## config.mk

```make
export PLATFORM = sky130hd
export DESIGN_NAME = cvd_precharge_guard_sequencer
export DESIGN_NICKNAME = d
export VERILOG_FILES = /design/src/verilog/cvd_seq_pkg.sv /design/src/verilog/cvd_precharge_guard_sequencer.sv
export SDC_FILE = /design/constraint.sdc
export NUM_CORES = 1
export LEC_CHECK = 0
export ABC_AREA = 1
export BUFFER_PORTS_ARGS = -buffer_cell sky130_fd_sc_hd__buf_4
export CAP_MARGIN = 40
export CORE_UTILIZATION = 52
export DETAILED_ROUTE_END_ITERATION = 16
export GPL_TIMING_DRIVEN = 0
export PLACE_DENSITY = 0.77
export SLEW_MARGIN = 10
export SYNTH_ARGS = -nofsm -noshare
export SYNTH_HDL_FRONTEND = slang
export SYNTH_SLANG_ARGS = --single-unit
```

## constraint.sdc

```tcl
create_clock -name clock -period 4.9 [get_ports clock]
set_clock_uncertainty 0.1 [all_clocks]
set_input_delay 0.98 -clock clock [delete_from_list [all_inputs] [get_ports clock]]
set_output_delay 0.98 -clock clock [all_outputs]
set_load 0.02 [all_outputs]
```

## src/verilog/cvd_seq_pkg.sv

```systemverilog
// constants, register map and types for the capacitive divider sequencer
package cvd_seq_pkg;
  localparam int ADDR_W = 4;
  // word indices (byte address = 4 * index); control 0/1 keep their printed offsets
  localparam logic [15:0] CTRL0_OFFSET = 16'h1D26;
  localparam logic [15:0] CTRL1_OFFSET = 16'h1D27;
  localparam logic [ADDR_W-1:0] IDX_CTRL0 = 4'h0;
  localparam logic [ADDR_W-1:0] IDX_CTRL1 = 4'h1;
  localparam logic [ADDR_W-1:0] IDX_PRE = 4'h2;
  localparam logic [ADDR_W-1:0] IDX_ACQ = 4'h3;
  localparam logic [ADDR_W-1:0] IDX_CAP = 4'h4;
  localparam logic [ADDR_W-1:0] IDX_CLKDIV = 4'h5;
  localparam logic [ADDR_W-1:0] IDX_MISC = 4'h6;
  localparam logic [ADDR_W-1:0] IDX_RESULT = 4'h7;
  localparam logic [ADDR_W-1:0] IDX_STATUS = 4'h8;
  // control 0 fields
  localparam int B_GO = 0;
  localparam int B_JUST = 2;
  localparam int B_CSEL = 4;
  localparam int B_AUTO_RETRIGGER_ENABLE = 6;
  localparam int B_ON = 7;
  localparam logic [7:0] CTRL0_MASK = 8'hD5;
  // control 1 fields
  localparam int B_DOUBLE_SAMPLE_ENABLE = 0;
  localparam int B_HOLD_CAP_ONLY_PRECHARGE = 1;
  localparam int B_GUARD_POLARITY = 5;
  localparam int B_INVERTED_PRECHARGE_ENABLE = 6;
  localparam int B_PRECHARGE_POLARITY = 7;
  localparam logic [7:0] CTRL1_MASK = 8'hE3;
  // misc control: stop-on-interrupt
  localparam int B_SOI = 0;
  localparam logic [7:0] RESET_BYTE = 8'h00;
  localparam logic [7:0] MAX_ACQ = 8'hFF;
  localparam int CONV_CYCLES = 11;
  localparam logic [3:0] CONV_LEN = 4'(CONV_CYCLES);
  localparam int RES_W = 10;
  typedef enum logic [2:0] {ST_IDLE, ST_PRE, ST_ACQ, ST_WAIT, ST_CONV} stage_t;
endpackage

```

## src/verilog/cvd_precharge_guard_sequencer.sv

```systemverilog
// capacitive divider precharge, acquisition and guard ring sequencer with avalon register slave
`timescale 1ns/1ps
`default_nettype none
module cvd_precharge_guard_sequencer
  import cvd_seq_pkg::*;
(
  // clock and reset
  input wire logic clock,
  input wire logic sys_rst,
  // avalon-mm slave
  input wire logic [cvd_seq_pkg::ADDR_W-1:0] address,
  input wire logic read,
  input wire logic write,
  input wire logic [31:0] writedata,
  input wire logic [3:0] byteenable,
  output logic [31:0] readdata,
  output logic waitrequest,
  // converter side
  input wire logic rc_osc_tick,
  input wire logic special_trigger,
  input wire logic restart_req,
  input wire logic threshold_event,
  input wire logic [cvd_seq_pkg::RES_W-1:0] adc_data,
  // analog switch, pin override and guard controls, conversion done and compute strobe
  output logic hold_to_supply,
  output logic hold_to_ground,
  output logic outer_path_connect,
  output logic pin_drive_out,
  output logic pin_drive_oe,
  output logic extra_cap_connect,
  output logic [7:0] extra_cap_sel,
  output logic guard_out_a,
  output logic guard_out_b,
  output logic conversion_done,
  output logic compute_strobe
);
  import cvd_seq_pkg::*;

  // ****************************************
  // registers
  // ****************************************
  logic [7:0] ctrl0_reg, ctrl1_reg, pre_reg, acq_reg, cap_reg, clkdiv_reg, misc_reg;
  logic [RES_W-1:0] result_reg, previous_result_reg;
  logic conversion_interrupt_flag_reg, threshold_flag_reg;
  logic ack_reg;
  logic rc_s1_reg, rc_s2_reg, rc_s3_reg;
  logic [7:0] div_cnt_reg;
  logic tick;
  stage_t stage_reg;
  logic [7:0] count_reg;
  logic second_reg;
  logic [RES_W-1:0] shift_reg;
  logic go_set, go_sw_clr, go_hw_clr, go_hw_set, start, abort, conv_end;
  logic inv_now, pol_eff, guard_polarity_eff;

  wire enable = ctrl0_reg[B_ON];
  wire go_bit = ctrl0_reg[B_GO];
  wire wr_acc = write & ~ack_reg;
  wire wr0 = wr_acc & (address == IDX_CTRL0) & byteenable[0];

  // ****************************************
  // bus slave: one wait state on every access
  // ****************************************
  always_ff @(posedge clock or posedge sys_rst) begin
    if (sys_rst) begin
      ack_reg <= 1'b0;
    end else begin
      ack_reg <= (read | write) & ~ack_reg;
    end
  end

  always_ff @(posedge clock or posedge sys_rst) begin
    if (sys_rst) begin
      waitrequest <= 1'b1;
    end else begin
      waitrequest <= ~((read | write) & ~ack_reg);
    end
  end

  // right or left justified result view
  function automatic logic [15:0] justify(input logic [RES_W-1:0] v, input logic right);
    justify = right ? {6'h00, v} : {v, 6'h00};
  endfunction

  always_ff @(posedge clock or posedge sys_rst) begin
    if (sys_rst) begin
      readdata <= 32'h0000_0000;
    end else if (read & ~ack_reg) begin
      case (address)
        IDX_CTRL0: readdata <= {24'h000000, ctrl0_reg};
        IDX_CTRL1: readdata <= {24'h000000, ctrl1_reg};
        IDX_PRE: readdata <= {24'h000000, pre_reg};
        IDX_ACQ: readdata <= {24'h000000, acq_reg};
        IDX_CAP: readdata <= {24'h000000, cap_reg};
        IDX_CLKDIV: readdata <= {24'h000000, clkdiv_reg};
        IDX_MISC: readdata <= {24'h000000, misc_reg};
        IDX_RESULT: readdata <= {justify(previous_result_reg, ctrl0_reg[B_JUST]),
                                 justify(result_reg, ctrl0_reg[B_JUST])};
        IDX_STATUS: readdata <= {24'h000000, 1'b0, stage_reg, second_reg,
                                 1'b0, threshold_flag_reg, conversion_interrupt_flag_reg};
        default: readdata <= 32'h0000_0000;
      endcase
    end
  end

  // ****************************************
  // plain configuration registers
  // ****************************************
  always_ff @(posedge clock or posedge sys_rst) begin
    if (sys_rst) begin
      ctrl1_reg <= RESET_BYTE;
      pre_reg <= RESET_BYTE;
      acq_reg <= RESET_BYTE;
      cap_reg <= RESET_BYTE;
      clkdiv_reg <= RESET_BYTE;
      misc_reg <= RESET_BYTE;
    end else if (wr_acc & byteenable[0]) begin
      case (address)
        IDX_CTRL1: ctrl1_reg <= writedata[7:0] & CTRL1_MASK;
        IDX_PRE: pre_reg <= writedata[7:0];
        IDX_ACQ: acq_reg <= writedata[7:0];
        IDX_CAP: cap_reg <= writedata[7:0];
        IDX_CLKDIV: clkdiv_reg <= writedata[7:0];
        IDX_MISC: misc_reg <= {7'h00, writedata[B_SOI]};
        default: ;
      endcase
    end
  end

  // ****************************************
  // start bit control
  // ****************************************
  assign go_set = (wr0 & writedata[B_GO] & writedata[B_ON]) | (enable & (special_trigger | restart_req));
  assign go_sw_clr = wr0 & ~writedata[B_GO];
  // retrigger stops on threshold only when stop-on-interrupt is set
  assign go_hw_set = conv_end & ctrl0_reg[B_AUTO_RETRIGGER_ENABLE] & ~(misc_reg[B_SOI] & (threshold_flag_reg | threshold_event));
  assign go_hw_clr = conv_end & ~go_hw_set;
  assign abort = go_bit & go_sw_clr & (stage_reg != ST_IDLE);

  always_ff @(posedge clock or posedge sys_rst) begin
    if (sys_rst) begin
      ctrl0_reg <= RESET_BYTE;
    end else begin
      if (wr0) begin
        ctrl0_reg[7:1] <= writedata[7:1] & CTRL0_MASK[7:1];
      end
      // software set wins over a hardware clear in the same cycle
      if (go_set | go_hw_set) begin
        ctrl0_reg[B_GO] <= 1'b1;
      end else if (go_sw_clr | go_hw_clr | ~enable) begin
        ctrl0_reg[B_GO] <= 1'b0;
      end
    end
  end

  // ****************************************
  // converter clock enable
  // ****************************************
  always_ff @(posedge clock or posedge sys_rst) begin
    if (sys_rst) begin
      rc_s1_reg <= 1'b0;
      rc_s2_reg <= 1'b0;
      rc_s3_reg <= 1'b0;
    end else begin
      rc_s1_reg <= rc_osc_tick;
      rc_s2_reg <= rc_s1_reg;
      rc_s3_reg <= rc_s2_reg;
    end
  end

  always_ff @(posedge clock or posedge sys_rst) begin
    if (sys_rst) begin
      div_cnt_reg <= RESET_BYTE;
    end else if (div_cnt_reg >= clkdiv_reg) begin
      div_cnt_reg <= RESET_BYTE;
    end else begin
      div_cnt_reg <= div_cnt_reg + 8'h01;
    end
  end

  // oscillator edges reach this domain through the two-flop synchroniser
  always_comb begin
    if (ctrl0_reg[B_CSEL]) begin
      tick = rc_s2_reg & ~rc_s3_reg;
    end else begin
      tick = (div_cnt_reg >= clkdiv_reg);
    end
  end

  // ****************************************
  // stage sequencer
  // ****************************************
  assign start = go_bit & enable & (stage_reg == ST_IDLE);
  assign conv_end = (stage_reg == ST_CONV) & tick & (count_reg == 8'h01);
  assign inv_now = ctrl1_reg[B_DOUBLE_SAMPLE_ENABLE] & ctrl1_reg[B_INVERTED_PRECHARGE_ENABLE] & second_reg;
  assign pol_eff = ctrl1_reg[B_PRECHARGE_POLARITY] ^ inv_now;
  assign guard_polarity_eff = ctrl1_reg[B_GUARD_POLARITY] ^ inv_now;

  always_ff @(posedge clock or posedge sys_rst) begin
    if (sys_rst) begin
      stage_reg <= ST_IDLE;
      count_reg <= RESET_BYTE;
    end else if (abort | ~enable) begin
      stage_reg <= ST_IDLE;
      count_reg <= RESET_BYTE;
    end else begin
      case (stage_reg)
        ST_IDLE: begin
          if (start) begin
            if (pre_reg != RESET_BYTE) begin
              stage_reg <= ST_PRE;
              count_reg <= pre_reg;
            end else if (acq_reg != RESET_BYTE) begin
              stage_reg <= ST_ACQ;
              count_reg <= acq_reg;
            end else begin
              stage_reg <= ST_CONV;
              count_reg <= {4'h0, CONV_LEN};
            end
          end
        end
        ST_PRE: begin
          if (tick) begin
            if (count_reg == 8'h01) begin
              stage_reg <= ST_ACQ;
              count_reg <= (acq_reg == RESET_BYTE) ? MAX_ACQ : acq_reg;
            end else begin
              count_reg <= count_reg - 8'h01;
            end
          end
        end
        ST_ACQ: begin
          if (tick) begin
            if (count_reg == 8'h01) begin
              stage_reg <= ST_CONV;
              count_reg <= {4'h0, CONV_LEN};
            end else begin
              count_reg <= count_reg - 8'h01;
            end
          end
        end
        ST_CONV: begin
          if (tick) begin
            if (count_reg == 8'h01) begin
              stage_reg <= ST_IDLE;
            end else begin
              count_reg <= count_reg - 8'h01;
            end
          end
        end
        default: stage_reg <= ST_IDLE;
      endcase
    end
  end

  // ****************************************
  // analog switch and pin override outputs
  // ****************************************
  always_ff @(posedge clock or posedge sys_rst) begin
    if (sys_rst) begin
      hold_to_supply <= 1'b0;
      hold_to_ground <= 1'b0;
      outer_path_connect <= 1'b0;
      pin_drive_out <= 1'b0;
      pin_drive_oe <= 1'b0;
      extra_cap_connect <= 1'b0;
      extra_cap_sel <= RESET_BYTE;
    end else begin
      hold_to_supply <= (stage_reg == ST_PRE) & ~pol_eff;
      hold_to_ground <= (stage_reg == ST_PRE) & pol_eff;
      outer_path_connect <= (stage_reg == ST_ACQ) | (stage_reg == ST_CONV);
      // override wins over the pin's own direction, latch and guard setting
      pin_drive_oe <= (stage_reg == ST_PRE) & ~ctrl1_reg[B_HOLD_CAP_ONLY_PRECHARGE];
      pin_drive_out <= pol_eff;
      extra_cap_connect <= (stage_reg != ST_CONV) & (cap_reg != RESET_BYTE);
      extra_cap_sel <= cap_reg;
    end
  end

  // ****************************************
  // guard ring outputs
  // ****************************************
  always_ff @(posedge clock or posedge sys_rst) begin
    if (sys_rst) begin
      guard_out_a <= 1'b0;
      guard_out_b <= 1'b0;
    end else if (stage_reg == ST_PRE) begin
      guard_out_a <= guard_polarity_eff;
      guard_out_b <= guard_polarity_eff;
    end else if (stage_reg == ST_ACQ) begin
      guard_out_a <= ~guard_polarity_eff;
      guard_out_b <= guard_polarity_eff;
    end
  end

  // ****************************************
  // conversion result, pairing and flags
  // ****************************************
  always_ff @(posedge clock or posedge sys_rst) begin
    if (sys_rst) begin
      shift_reg <= '0;
    end else if (stage_reg == ST_CONV && tick) begin
      shift_reg <= adc_data;
    end
  end

  always_ff @(posedge clock or posedge sys_rst) begin
    if (sys_rst) begin
      result_reg <= '0;
      previous_result_reg <= '0;
      second_reg <= 1'b0;
      conversion_done <= 1'b0;
      compute_strobe <= 1'b0;
    end else begin
      conversion_done <= conv_end;
      compute_strobe <= conv_end & (~ctrl1_reg[B_DOUBLE_SAMPLE_ENABLE] | second_reg);
      if (abort) begin
        result_reg <= shift_reg;
        second_reg <= 1'b0;
      end else if (conv_end) begin
        previous_result_reg <= result_reg;
        result_reg <= adc_data;
        second_reg <= ctrl1_reg[B_DOUBLE_SAMPLE_ENABLE] & ~second_reg;
      end else if (~ctrl1_reg[B_DOUBLE_SAMPLE_ENABLE]) begin
        second_reg <= 1'b0;
      end
    end
  end

  // sticky flags, cleared by writing one; a new event wins over the clear
  always_ff @(posedge clock or posedge sys_rst) begin
    if (sys_rst) begin
      conversion_interrupt_flag_reg <= 1'b0;
      threshold_flag_reg <= 1'b0;
    end else begin
      if (conv_end) begin
        conversion_interrupt_flag_reg <= 1'b1;
      end else if (wr_acc & (address == IDX_STATUS) & byteenable[0] & writedata[0]) begin
        conversion_interrupt_flag_reg <= 1'b0;
      end
      if (threshold_event) begin
        threshold_flag_reg <= 1'b1;
      end else if (wr_acc & (address == IDX_STATUS) & byteenable[0] & writedata[1]) begin
        threshold_flag_reg <= 1'b0;
      end
    end
  end

endmodule
`default_nettype wire

```

# Yosys cells after proc, flatten, opt, wreduce, memory -nomap -nowiden

Index checks and enable logic that the tools add are counted.

Bits in registers: 150
Latch bits: 0
RAM bits: 0
ROM bits: 0
Input port bits: 58
Output and inout bits: 51
Logic and storage cells: 183
Memories kept: 0

Add/subtract/negate cells: 2
Multiply operators: 0
Div/mod/pow operators: 0
Order comparisons: 1
Equality and inequality tests: 22
Shifts and indexed selects: 0
Multiplexer cells: 43
Bitwise gates (word level): 58
Reduce and logical (&&, ||, !) cells: 23

Operator list:

| cell                | count |
|---|---|
| $pmux 32 s9         | 1 |
| $mux 8              | 12 |
| $and 1x1->1         | 33 |
| $mux 16             | 2 |
| $pmux 8 s4          | 1 |
| $mux 3              | 10 |
| $ne 3x3->1 const B  | 8 |
| $reduce_bool 8->1   | 3 |
| $mux 10             | 2 |
| $eq 4x3->1 const B  | 4 |
| $mux 1              | 14 |
| $reduce_and 2->1    | 7 |
| $not 1->1           | 13 |
| $pmux 3 s4          | 1 |
| $or 1x1->1          | 10 |
| $reduce_bool 2->1   | 5 |
| $add 8x1->8 const B | 1 |
| $eq 4x2->1 const B  | 2 |
| $eq 8x1->1 const B  | 1 |
| $ge 8x8->1          | 1 |
| $logic_not 8->1     | 1 |
| $sub 8x1->8 const B | 1 |
| $reduce_and 7->1    | 1 |
| $reduce_and 6->1    | 1 |
| 13 further kinds    | 14 |

# Depth between registers and ports, before layout

Gate-level depths: netlist of the first run.

Word-level depth: 13
Depth in mapped cells: 15
Mapped depth without buffers: 14

# Least setup slack after synthesis of the first run

No wires, ideal clock.

Path kind: input to register
From: in write
To: reg count_reg[3]
Setup time: 0.117 ns
Data arrival time: 2.053 ns
Required time: 4.683 ns
Slack: 2.630 ns
Cell stages on the path: 9
Path buffers: 0
Cells stage by stage: nand3_1 nor2_8 nand3_4 nand2_4 inv_2 o21ai_4 nand3_4 nand2_1 nand2_1

Cells in the longest elaborated chain, start to end: 9
Elaborated cells between the ends (all ways): 15
Those cells by class: 5 x eq/ne; 1 x mux; 7 x bitwise; 2 x reduce/logical

RTL lines:

| what                                         | RTL line                             | text |
|---|---|---|
| start, declared                              | cvd_precharge_guard_sequencer.sv:13  | `input wire logic write,` |
| $and 1x1->1 (*)                              | cvd_precharge_guard_sequencer.sv:58  | `wire wr_acc = write & ~ack_reg;` |
| $and 1x1->1 (*) (2 in series)                | cvd_precharge_guard_sequencer.sv:59  | `wire wr0 = wr_acc & (address == IDX_CTRL0) & byteenable[0];` |
| $and 1x1->1 (*)                              | cvd_precharge_guard_sequencer.sv:134 | `assign go_sw_clr = wr0 & ~writedata[B_GO];` |
| $and 1x1->1 (*) (2 in series)                | cvd_precharge_guard_sequencer.sv:138 | `assign abort = go_bit & go_sw_clr & (stage_reg != ST_IDLE);` |
| $or 1x1->1 (*)                               | cvd_precharge_guard_sequencer.sv:203 | `end else if (abort \| ~enable) begin` |
| $ne 3x3->1 (no line) (tied with other cells) | -                                    |  |
| $reduce_and 6->1 (no line)                   | -                                    |  |
| end signal, assigned                         | cvd_precharge_guard_sequencer.sv:212 | `count_reg <= pre_reg;` |
| end signal, assigned                         | cvd_precharge_guard_sequencer.sv:215 | `count_reg <= acq_reg;` |
| end signal, assigned                         | cvd_precharge_guard_sequencer.sv:218 | `count_reg <= {4'h0, CONV_LEN};` |
| end, declared                                | cvd_precharge_guard_sequencer.sv:50  | `logic [7:0] count_reg;` |

Every way passes the cells marked *; elsewhere a longest branch is shown, timed or not.
A chain may end at the register's enable or synchronous reset.

# Worst setup path after layout of the first run

From: reg clkdiv_reg[7]
To: reg shift_reg[3]

Cells in the longest elaborated chain, start to end: 3

RTL lines:

| what                   | RTL line                             | text |
|---|---|---|
| start, declared        | cvd_precharge_guard_sequencer.sv:42  | `logic [7:0] ctrl0_reg, ctrl1_reg, pre_reg, acq_reg, cap_reg, clkdiv_reg, misc_reg;` |
| start signal, assigned | cvd_precharge_guard_sequencer.sv:123 | `IDX_CLKDIV: clkdiv_reg <= writedata[7:0];` |
| $ge 8x8->1             | cvd_precharge_guard_sequencer.sv:186 | `tick = (div_cnt_reg >= clkdiv_reg);` |
| $mux 1                 | cvd_precharge_guard_sequencer.sv:183 | `if (ctrl0_reg[B_CSEL]) begin` |
| $logic_and 1x1->1      | cvd_precharge_guard_sequencer.sv:302 | `end else if (stage_reg == ST_CONV && tick) begin` |
| end signal, assigned   | cvd_precharge_guard_sequencer.sv:303 | `shift_reg <= adc_data;` |
| end, declared          | cvd_precharge_guard_sequencer.sv:52  | `logic [RES_W-1:0] shift_reg;` |

Every way passes these cells.

==> results of run 1 <==
[final timing paths]
kind	from	endpoint	slack, ns	cells after the start
setup / recovery	clkdiv_reg[7]	shift_reg[3]	2.48	10
min in group asynchronous	sys_rst	readdata[9]	0.59	2
hold / removal	rc_s1_reg	rc_s2_reg	0.25	0
hold reg to reg	rc_s1_reg	rc_s2_reg	0.25	0
setup reg to reg	clkdiv_reg[7]	shift_reg[3]	2.48	10
max in group asynchronous	sys_rst	cap_reg[5]	3.10	5
[Yosys cell counts, types with 4 or more instances]
cell	n	area, µm²
buf_2	10	50.1
nand3_1	46	230
clkbuf_1	10	37.5
nor3_1	11	55.1
o21ai_0	106	531
nor2_1	51	191
o21ai_1	14	70.1
nor2_2	6	37.5
mux2i_1	4	40.0
nand4_1	8	50.1
nor2_4	4	45.0
o22ai_1	10	62.6
dfrtp_1	149	3730
xor2_1	4	35.0
ha_1	11	138
a32o_1	14	140
nand2_1	251	942
a21oi_1	23	115
inv_2	12	45.0
inv_1	103	387
[cells by family after synthesis]
logic type / count (synthesis)
flip-flops: 150
AND/OR/NAND/NOR: 396
buffers and inverters: 136
AO/OA/AOI/OAI: 181
XOR/XNOR: 6
adder cells (fa/ha/maj): 11
multiplexers: 4
[power breakdown]
group	switching (W)	total [W]	leakage (nW)	internal [W]
clock network	0.000517	0.00124	0.274	0.000725
logic	0.000997	0.00152	2.30	0.000518
registers	0.000210	0.00172	1.96	0.00151
total	0.00172	0.00448	4.53	0.00276
[final cells by class]
cell class	instances	share of cell area, %
Clock buffer	21	5.24
Tap cell	176	2.51
Clock inverter	11	1.14
Inverter	116	5.00
Sequential cell	150	42.7
Multi-Input combinational cell	598	34.5
Buffer	20	0.997
Timing Repair Buffer	85	7.92
[layer usage]
layer  global-route usage, %  wire length, µm  vias to the layer above
met1                    38.4             8470                     3043
met3                    5.80             1380                       28
met2                    41.7             8520                      234
met5                       0                0                        -
met4                    10.3              385                        0
li1                        -                -                     3114
[metrics by stage]
stage / std cells / hold slack, ns / setup WS (ns)
2_1_floorplan: 884 / 0.231 / 1.93
3_3_place_gp: 1141 / 0.232 / 1.04
3_5_place_dp: 1145 / 0.236 / 2.16
4_1_cts: 1177 / 0.250 / 2.48
5_1_grt: 1177 / 0.263 / 2.28
6_report: 1177 / 0.248 / 2.48
[worst max-delay path, stage by stage, from the launching register on]
cell and delay (ns):
dfrtp_1 0.37, inv_1 0.13, ha_1 0.26, a21o_1 0.18, nor2_1 0.13, nand4_1 0.19, nand2_1 0.25, inv_2 0.11
nand2_1 0.10, clkbuf_1 0.30, o21ai_0 0.16
==> impl_metrics.toml, run 1 <==
[power_and_ir_drop]
irDropWorstVdd_uv = 279
power_w = 0.00448
pwr_density_cell_nw_per_um2 = 510
p_leak_nw = 4.53

[synthesis]
synthMuxAreaShare_pct = 0.548
synthAdderAreaFrac_pct = 1.88
ys_seq_elements = 150
synth_edf_count = 0
synthArstFlopShare_pct = 100
syn-num-nets = 953
synth_xor_area_share_pct = 0.719
synth_top_family_by_area = "simple AND/OR/NAND/NOR gates"
yosysWarnings = 0
synth-simple-area-share_pct = 24.0
synth_cells = 884
yosys_most_used_dff = "dfrtp_1"
ys_seq_area_share_pct = 51.4
synth_area_um2 = 7310
synth.distinct_cells = 42
synth_compound_area_share_pct = 14.3
syn_avg_cell_area_um2 = 8.27

[clock_tree]
cts_setup_buffers = 0
cts_inserted_buffers = 17
numClockSinks = 150
cts_tree = "yes"
cts_root_buf = "clkbuf_16"
clk_latency_ns = 0.43
clk_pin_slew_ns = 0.06
ctsResizeCount = 0
clockBufferDepth = 2
cts-htree-levels = 4
cts_hold_buf = 0

[grt]
grt_pass1_wl_mm = 30.1
grt_use_total_pct = 27.3
gr-total-overflow = 0
first_global_vias = 5848
antenna_found_initial = 0
grt_max_degree = 39

[sta]
layout_worst_path_cycle_share_pct = 49.4
hold_viol = 0
tightest_slew_ns = 0.771
post-route-min-period_ns = 2.42
finalSetupViolCount = 0
relSlewSlack_pct = 48.5
final_max_slew_viol_count = 0
rsz0062_at_grt = "false"
max_freq_ghz = 0.413
tns_ns = 0

[setup_path]
crit_path_max_fanout = 10
end_kind = "register"
cp_data_required_time_ns = 5.10
critical_path_class = "register to register"
arrival_ns = 2.62
cp-start-kind = "register"

[floorplan]
num_io_pins = 109
die_w_um = 121
die-area_um2 = 14500
fp-row-count = 42
die_h_um = 121
coreArea_um2 = 13500
start_util_pct = 54.3

[place]
gp_congestion = 0.940
hpwlAfterDp_mm = 14.2
port_buffers = 81
placed_area_um2 = 8230

[route]
viasPerCell = 5.45
wl_mm = 18.8
drc = 0
drt-wirelength-per-cell_um = 15.9
via_count = 6419
firstDrtPassIters = 5
ant_nets = 0
drtIter0Drc = 598

[layout]
antenna_cells = 0
top_register = "readdata"
multi_input_comb_area_um2 = 3030
largest_reg_flops = 32
drive_gt1_share_pct = 16.3
final.fill_count = 1160
final_cell_mix = "251 x nand2_1, 149 x dfrtp_1, 106 x o21ai_0"
fin_area_um2 = 8790
final_common_cell = "nand2_1"
final_util_pct = 65.3
regArea_um2 = 3750
areaGrowthSynthToFinish_pct = 20.3
nets = 1057

[outcome]
status = "complete, no violations"

[job]
maxCapViolations = 0

[min_path]
hp-class = "register to register"
Note: power is estimated with default switching activity, not from simulation.
==> run 2: changes to the inputs <==
Clock period 4.9 ns to 2.2 ns, I/O delays scaled along.
==> impl_metrics.toml, run 2 (synthesized netlist as in run 1, its figures left out) <==
[outcome]
status = "complete, no violations"

[floorplan]
fp-row-count = 42
num_io_pins = 109
die_h_um = 121
die_w_um = 121
start_util_pct = 54.3
coreArea_um2 = 13500
die-area_um2 = 14500

[route]
drtIter0Drc = 483
firstDrtPassIters = 5
drc = 0
via_count = 6488
drt-wirelength-per-cell_um = 16.1
viasPerCell = 5.47
wl_mm = 19.1
ant_nets = 0

[clock_tree]
cts_inserted_buffers = 17
cts_tree = "yes"
cts_root_buf = "clkbuf_16"
clk_pin_slew_ns = 0.06
clk_latency_ns = 0.43
clockBufferDepth = 2
cts-htree-levels = 4
numClockSinks = 150

[grt]
antenna_found_initial = 0
grt_pass1_wl_mm = 30.1
first_global_vias = 5867
grt_max_degree = 39
gr-total-overflow = 0
grt_use_total_pct = 27.4

[layout]
nets = 1067
final_common_cell = "nand2_1"
stdcell_count = 1187
drive_gt1_share_pct = 19.6
final_util_pct = 66.9
final_cell_mix = "245 x nand2_1, 148 x dfrtp_1, 96 x o21ai_0, 96 x inv_1, 92 x buf_4"
top_register = "readdata"
antenna_cells = 0
areaGrowthSynthToFinish_pct = 23.1
largest_reg_flops = 32

[setup_path]
critPathMaxStageDelay_ns = 0.39
cp_slowest_cell = "dfrtp_1"
r2r_slack_ns = 0.10
cp_cell_sequence = "inv_2 > ha_4 > a21o_1 > nor2_1 > nand4_1 > nand4_1 > nand2_2 > buf_6 > nand2_1 > o21ai_1"
end_kind = "register"
arrival_ns = 2.31
crit_family = "simple AND/OR/NAND/NOR gates"
cpMostUsedCell = "nand4_1"
critical_path_class = "register to register"
path_buf_inv = 2
cp_data_required_time_ns = 2.42
crit_path_max_fanout = 10
cp-start-kind = "register"

[sta]
hold_slack_ns = 0.0433
max_freq_ghz = 0.477
hold_viol = 0
layout_worst_path_cycle_share_pct = 95.3
post-route-min-period_ns = 2.10
relSlewSlack_pct = 48.6
tightest_slew_ns = 0.770
layout_setup_ws_ns = 0.104
finalSetupViolCount = 0
final_max_slew_viol_count = 0

[power_and_ir_drop]
p_leak_nw = 4.61
irDropWorstVdd_uv = 630
power_w = 0.0102
pwr_density_cell_nw_per_um2 = 1130

[place]
gp_congestion = 0.940
pre_cts_ws_ns = -0.202
port_buffers = 81
hpwlAfterDp_mm = 14.2
placed_cells = 1145

[job]
maxCapViolations = 0

[min_path]
hp-class = "input pin to async pin"
[run 2: changes by cell type in the layout (fill, tap and decap cells not counted), moves of 5 or more]
| cell | change |
|---|---|
| inv_2 | +6 |
| nand3_1 | -5 |
| nand3_2 | +5 |
| o21ai_1 | +10 |
| buf_4 | +11 |
| inv_1 | -6 |
| o21ai_0 | -10 |
| nand2_1 | -6 |
| nand2_2 | +6 |
[run 2: area by class of cell]
type | count | area (µm²)
clock inverter | 11 | 100
timing repair buffer | 95 | 777
buffer | 20 | 116
fill | 1125 | 4450
multi-input combinational | 598 | 3130
sequential | 150 | 3760
clock buffer | 21 | 460
inverter | 116 | 439
tap | 176 | 220
[run 2: routing by layer]
| metal | routed length, µm | vias to the layer above | global-route usage (%) |
|---|---|---|---|
| li1 | - | 3131 | - |
| met1 | 8610 | 3092 | 38.6 |
| met2 | 8760 | 230 | 41.8 |
| met3 | 1310 | 35 | 5.47 |
| met4 | 427 | 0 | 10.3 |
| met5 | 0 | - | 0 |
[run 2: timing repair]
item	in CTS	in global routing
gates resized for setup	3	52
hold endpoints to repair	1	0
pin swaps	1	15
setup endpoints to repair	20	42
buffers inserted	1	8
hold buffers	1	0
[run 2: where the power goes]
| part | internal [W] | switching [W] |
|---|---|---|
| Sequential | 0.00337 | 0.000477 |
| Combinational | 0.00125 | 0.00230 |
| Clock | 0.00161 | 0.00115 |
[run 2: path summary, 6_finish.rpt]
kind,startpoint,endpoint,cells after the start
min in group clock,threshold_event,threshold_flag_reg,3
hold / removal,sys_rst,readdata[9],2
hold reg to reg,rc_s1_reg,rc_s2_reg,0
setup reg to reg,clkdiv_reg[7],result_reg[2],10
setup / recovery,clkdiv_reg[7],result_reg[2],10
max in group asynchronous,sys_rst,cap_reg[5],5
[run 2: worst reg2reg max path, stage by stage (launching register included)]
cell and delay [ns]:
dfrtp_1 0.39, inv_2 0.12, ha_4 0.22, a21o_1 0.17
nor2_1 0.15, nand4_1 0.21, nand4_1 0.22, nand2_2 0.10
buf_6 0.15, nand2_1 0.09, o21ai_1 0.07
[run 2: per-stage QoR]
stage | TNS (ns) | instance area [µm²]
after floorplan | -33.99 | 7310
after global placement | -167.87 | 8140
after global routing | -0.0470 | 9000
final | 0 | 9000
after CTS | 0 | 8810
after detailed placement | -1.76 | 8230
==> run 3: changes to the inputs <==
Settings changed: ABC_AREA 1 to unset, CORE_UTILIZATION 52 to 51, PLACE_DENSITY 0.77 to 0.76.
==> impl_metrics.toml, run 3 <==
[outcome]
status = "finished, violations left"
violations = "negative setup slack"

[route]
wl_mm = 19.2
drc = 0
viasPerCell = 6.04
drtIter0Drc = 567
ant_nets = 0
firstDrtPassIters = 5
drt-wirelength-per-cell_um = 20.0
via_count = 5797

[layout]
drive_gt1_share_pct = 33.8
areaGrowthSynthToFinish_pct = 29.7
final_cell_mix = "147 x dfrtp_1, 97 x buf_4, 57 x nand2_1"
antenna_cells = 0
stdcell_count = 960
largest_reg_flops = 32
final_common_cell = "dfrtp_1"
nets = 841
top_register = "readdata"
final_util_pct = 68.6

[synthesis]
ys_seq_area_share_pct = 53.2
ys_seq_elements = 150
synth_area_um2 = 7060
post-synth-top-count-cell = "dfrtp_1"
post-synth-top-area-cell = "dfrtp_1"
syn_avg_cell_area_um2 = 10.9
synthTopCellsByCount = "149 x dfrtp_1, 67 x nand2_1, 58 x mux2_2"
synth_cells = 645
synth.area.top_cells = "dfrtp_1 53%, mux2_2 9.3%, nand2_1 3.6%"
synth.distinct_cells = 64
synth_top_area_share_pct = 52.8
synthArstFlopShare_pct = 100
synth_edf_count = 0
syn-num-nets = 714
yosysWarnings = 0
yosys_most_used_dff = "dfrtp_1"

[setup_path]
crit_path_max_fanout = 4
end_kind = "register"
cp_data_required_time_ns = 2.46
r2r_slack_ns = -0.34
reg2regPathDepth = 8
critical_path_class = "register to register"
cp-start-kind = "register"
arrival_ns = 2.80
crit_path_end = "stage_reg[1]"
r2r_end = "stage_reg[1]"
r2r_start = "pre_reg[4]"
critPathLaunch = "pre_reg[4]"

[power_and_ir_drop]
irDropWorstVdd_uv = 649
p_leak_nw = 4.29
clock_power_share_pct = 34.6
power_w = 0.00848
power.internal_w = 0.00593
p_seq_share_pct = 40.2
p_comb_share_pct = 25.2
pwr_density_cell_nw_per_um2 = 926
swShare_pct = 30.0
power.switching_w = 0.00255

[clock_tree]
clk_latency_ns = 0.43
clk_pin_slew_ns = 0.06
cts_tree = "yes"
clockBufferDepth = 2
cts-htree-levels = 4
numClockSinks = 150
cts_root_buf = "clkbuf_16"
cts_inserted_buffers = 17

[sta]
hold_viol = 0
tightest_slew_ns = 0.768
rsz0062_at_grt = "true"
layout_worst_path_cycle_share_pct = 116
post-route-min-period_ns = 2.54
relSlewSlack_pct = 48.1
finalSetupViolCount = 46
layout_setup_ws_ns = -0.342
max_freq_ghz = 0.393
tns_ns = -8.00
final_max_slew_viol_count = 0

[grt]
grt_use_total_pct = 27.4
first_global_vias = 5693
grt_max_degree = 39
grt_pass1_wl_mm = 30.0
antenna_found_initial = 0
gr-total-overflow = 0

[floorplan]
die_h_um = 120
fp-row-count = 42
coreArea_um2 = 13300
die-area_um2 = 14300
num_io_pins = 109
start_util_pct = 52.9
die_w_um = 120

[place]
gp_congestion = 0.868
hpwlAfterDp_mm = 13.4
placed_cells = 903
port_buffers = 76

[job]
maxCapViolations = 0

[min_path]
hp-class = "input pin to register"
## run 3: timing repair
item | 4_1_cts | 5_1_grt
endpoints found under the hold margin | 15 | 0
cloned | 1 | 1
pin swaps | 17 | 16
setup buffers | 14 | 13
setup endpoints to repair | 52 | 75
hold buffers | 1 | 0
resized for setup | 24 | 43
## run 3: power groups by stage
stage	clock (W)	sequential, W	combinational, W
6_report	0.00293	0.00341	0.00214
5_1_grt	0.00309	0.00345	0.00229
4_1_cts	0.00296	0.00340	0.00192
3_5_place_dp	0	0.00346	0.00175
3_3_place_gp	0	0.00345	0.00167
2_1_floorplan	0	0.00345	0.00117
## run 3: worst max-delay path, cell delays in order, from the launching register on
cell     delay, ns
dfrtp_2       0.44
or4_4         0.56
nor4_4        0.31
nor2b_4       0.20
buf_6         0.12
buf_6         0.10
a21oi_1       0.06
nor4_1        0.36
mux2_2        0.22
## run 3: worst min-delay path by stage
stage	from	end	cells past startpoint
2_1_floorplan	rc_s1_reg	rc_s2_reg	0
3_3_place_gp	rc_s1_reg	rc_s2_reg	0
3_5_place_dp	rc_s1_reg	rc_s2_reg	0
4_1_cts	rc_osc_tick	rc_s1_reg	1
5_1_grt	rc_osc_tick	rc_s1_reg	1
6_report	rc_osc_tick	rc_s1_reg	1
## run 3: kinds of logic (layout without fill, tap and decap cells)
| family | Yosys count | after routing | synth area share (%) |
|---|---|---|---|
| and+or+nand+nor | 189 | 189 | 13.2 |
| DFF | 150 | 150 | 53.2 |
| adders and majority gates | 11 | 11 | 1.95 |
| buffers and inverters | 57 | 196 | 3.42 |
| muxes | 72 | 72 | 11.4 |
| xor gates and xnor gates | 13 | 13 | 1.61 |
| AOI/OAI and AO/OA | 153 | 153 | 15.2 |
## run 3: area by class of cell
type / count / area [µm²]
multi-input combinational: 438 / 3360
clock inverter: 9 / 126
buffer: 29 / 168
sequential: 150 / 3760
tap: 176 / 220
inverter: 24 / 98.8
fill: 984 / 4190
timing repair buffer: 112 / 965
clock buffer: 22 / 464
## run 3: layer usage
| layer | vias up | share of wire [%] | GRT usage [%] |
|---|---|---|---|
| met1 | 2924 | 41 | 35.0 |
| met2 | 225 | 50 | 45.2 |
| li1 | 2607 | - | - |
| met4 | 0 | 3.1 | 11.4 |
| met5 | - | 0 | 0 |
| met3 | 41 | 5.7 | 5.99 |
## run 3: per-stage QoR
| step | hold WS [ns] | instance area [µm²] | worst slack (ns) |
|---|---|---|---|
| after floorplan | 0.231 | 7200 | -0.243 |
| after global placement | 0.237 | 7990 | -1.04 |
| after detailed placement | 0.237 | 8080 | -0.727 |
| after CTS | 0.0113 | 8910 | -0.281 |
| after global routing | 0.0131 | 9160 | -0.381 |
| final | 0.0214 | 9160 | -0.342 |
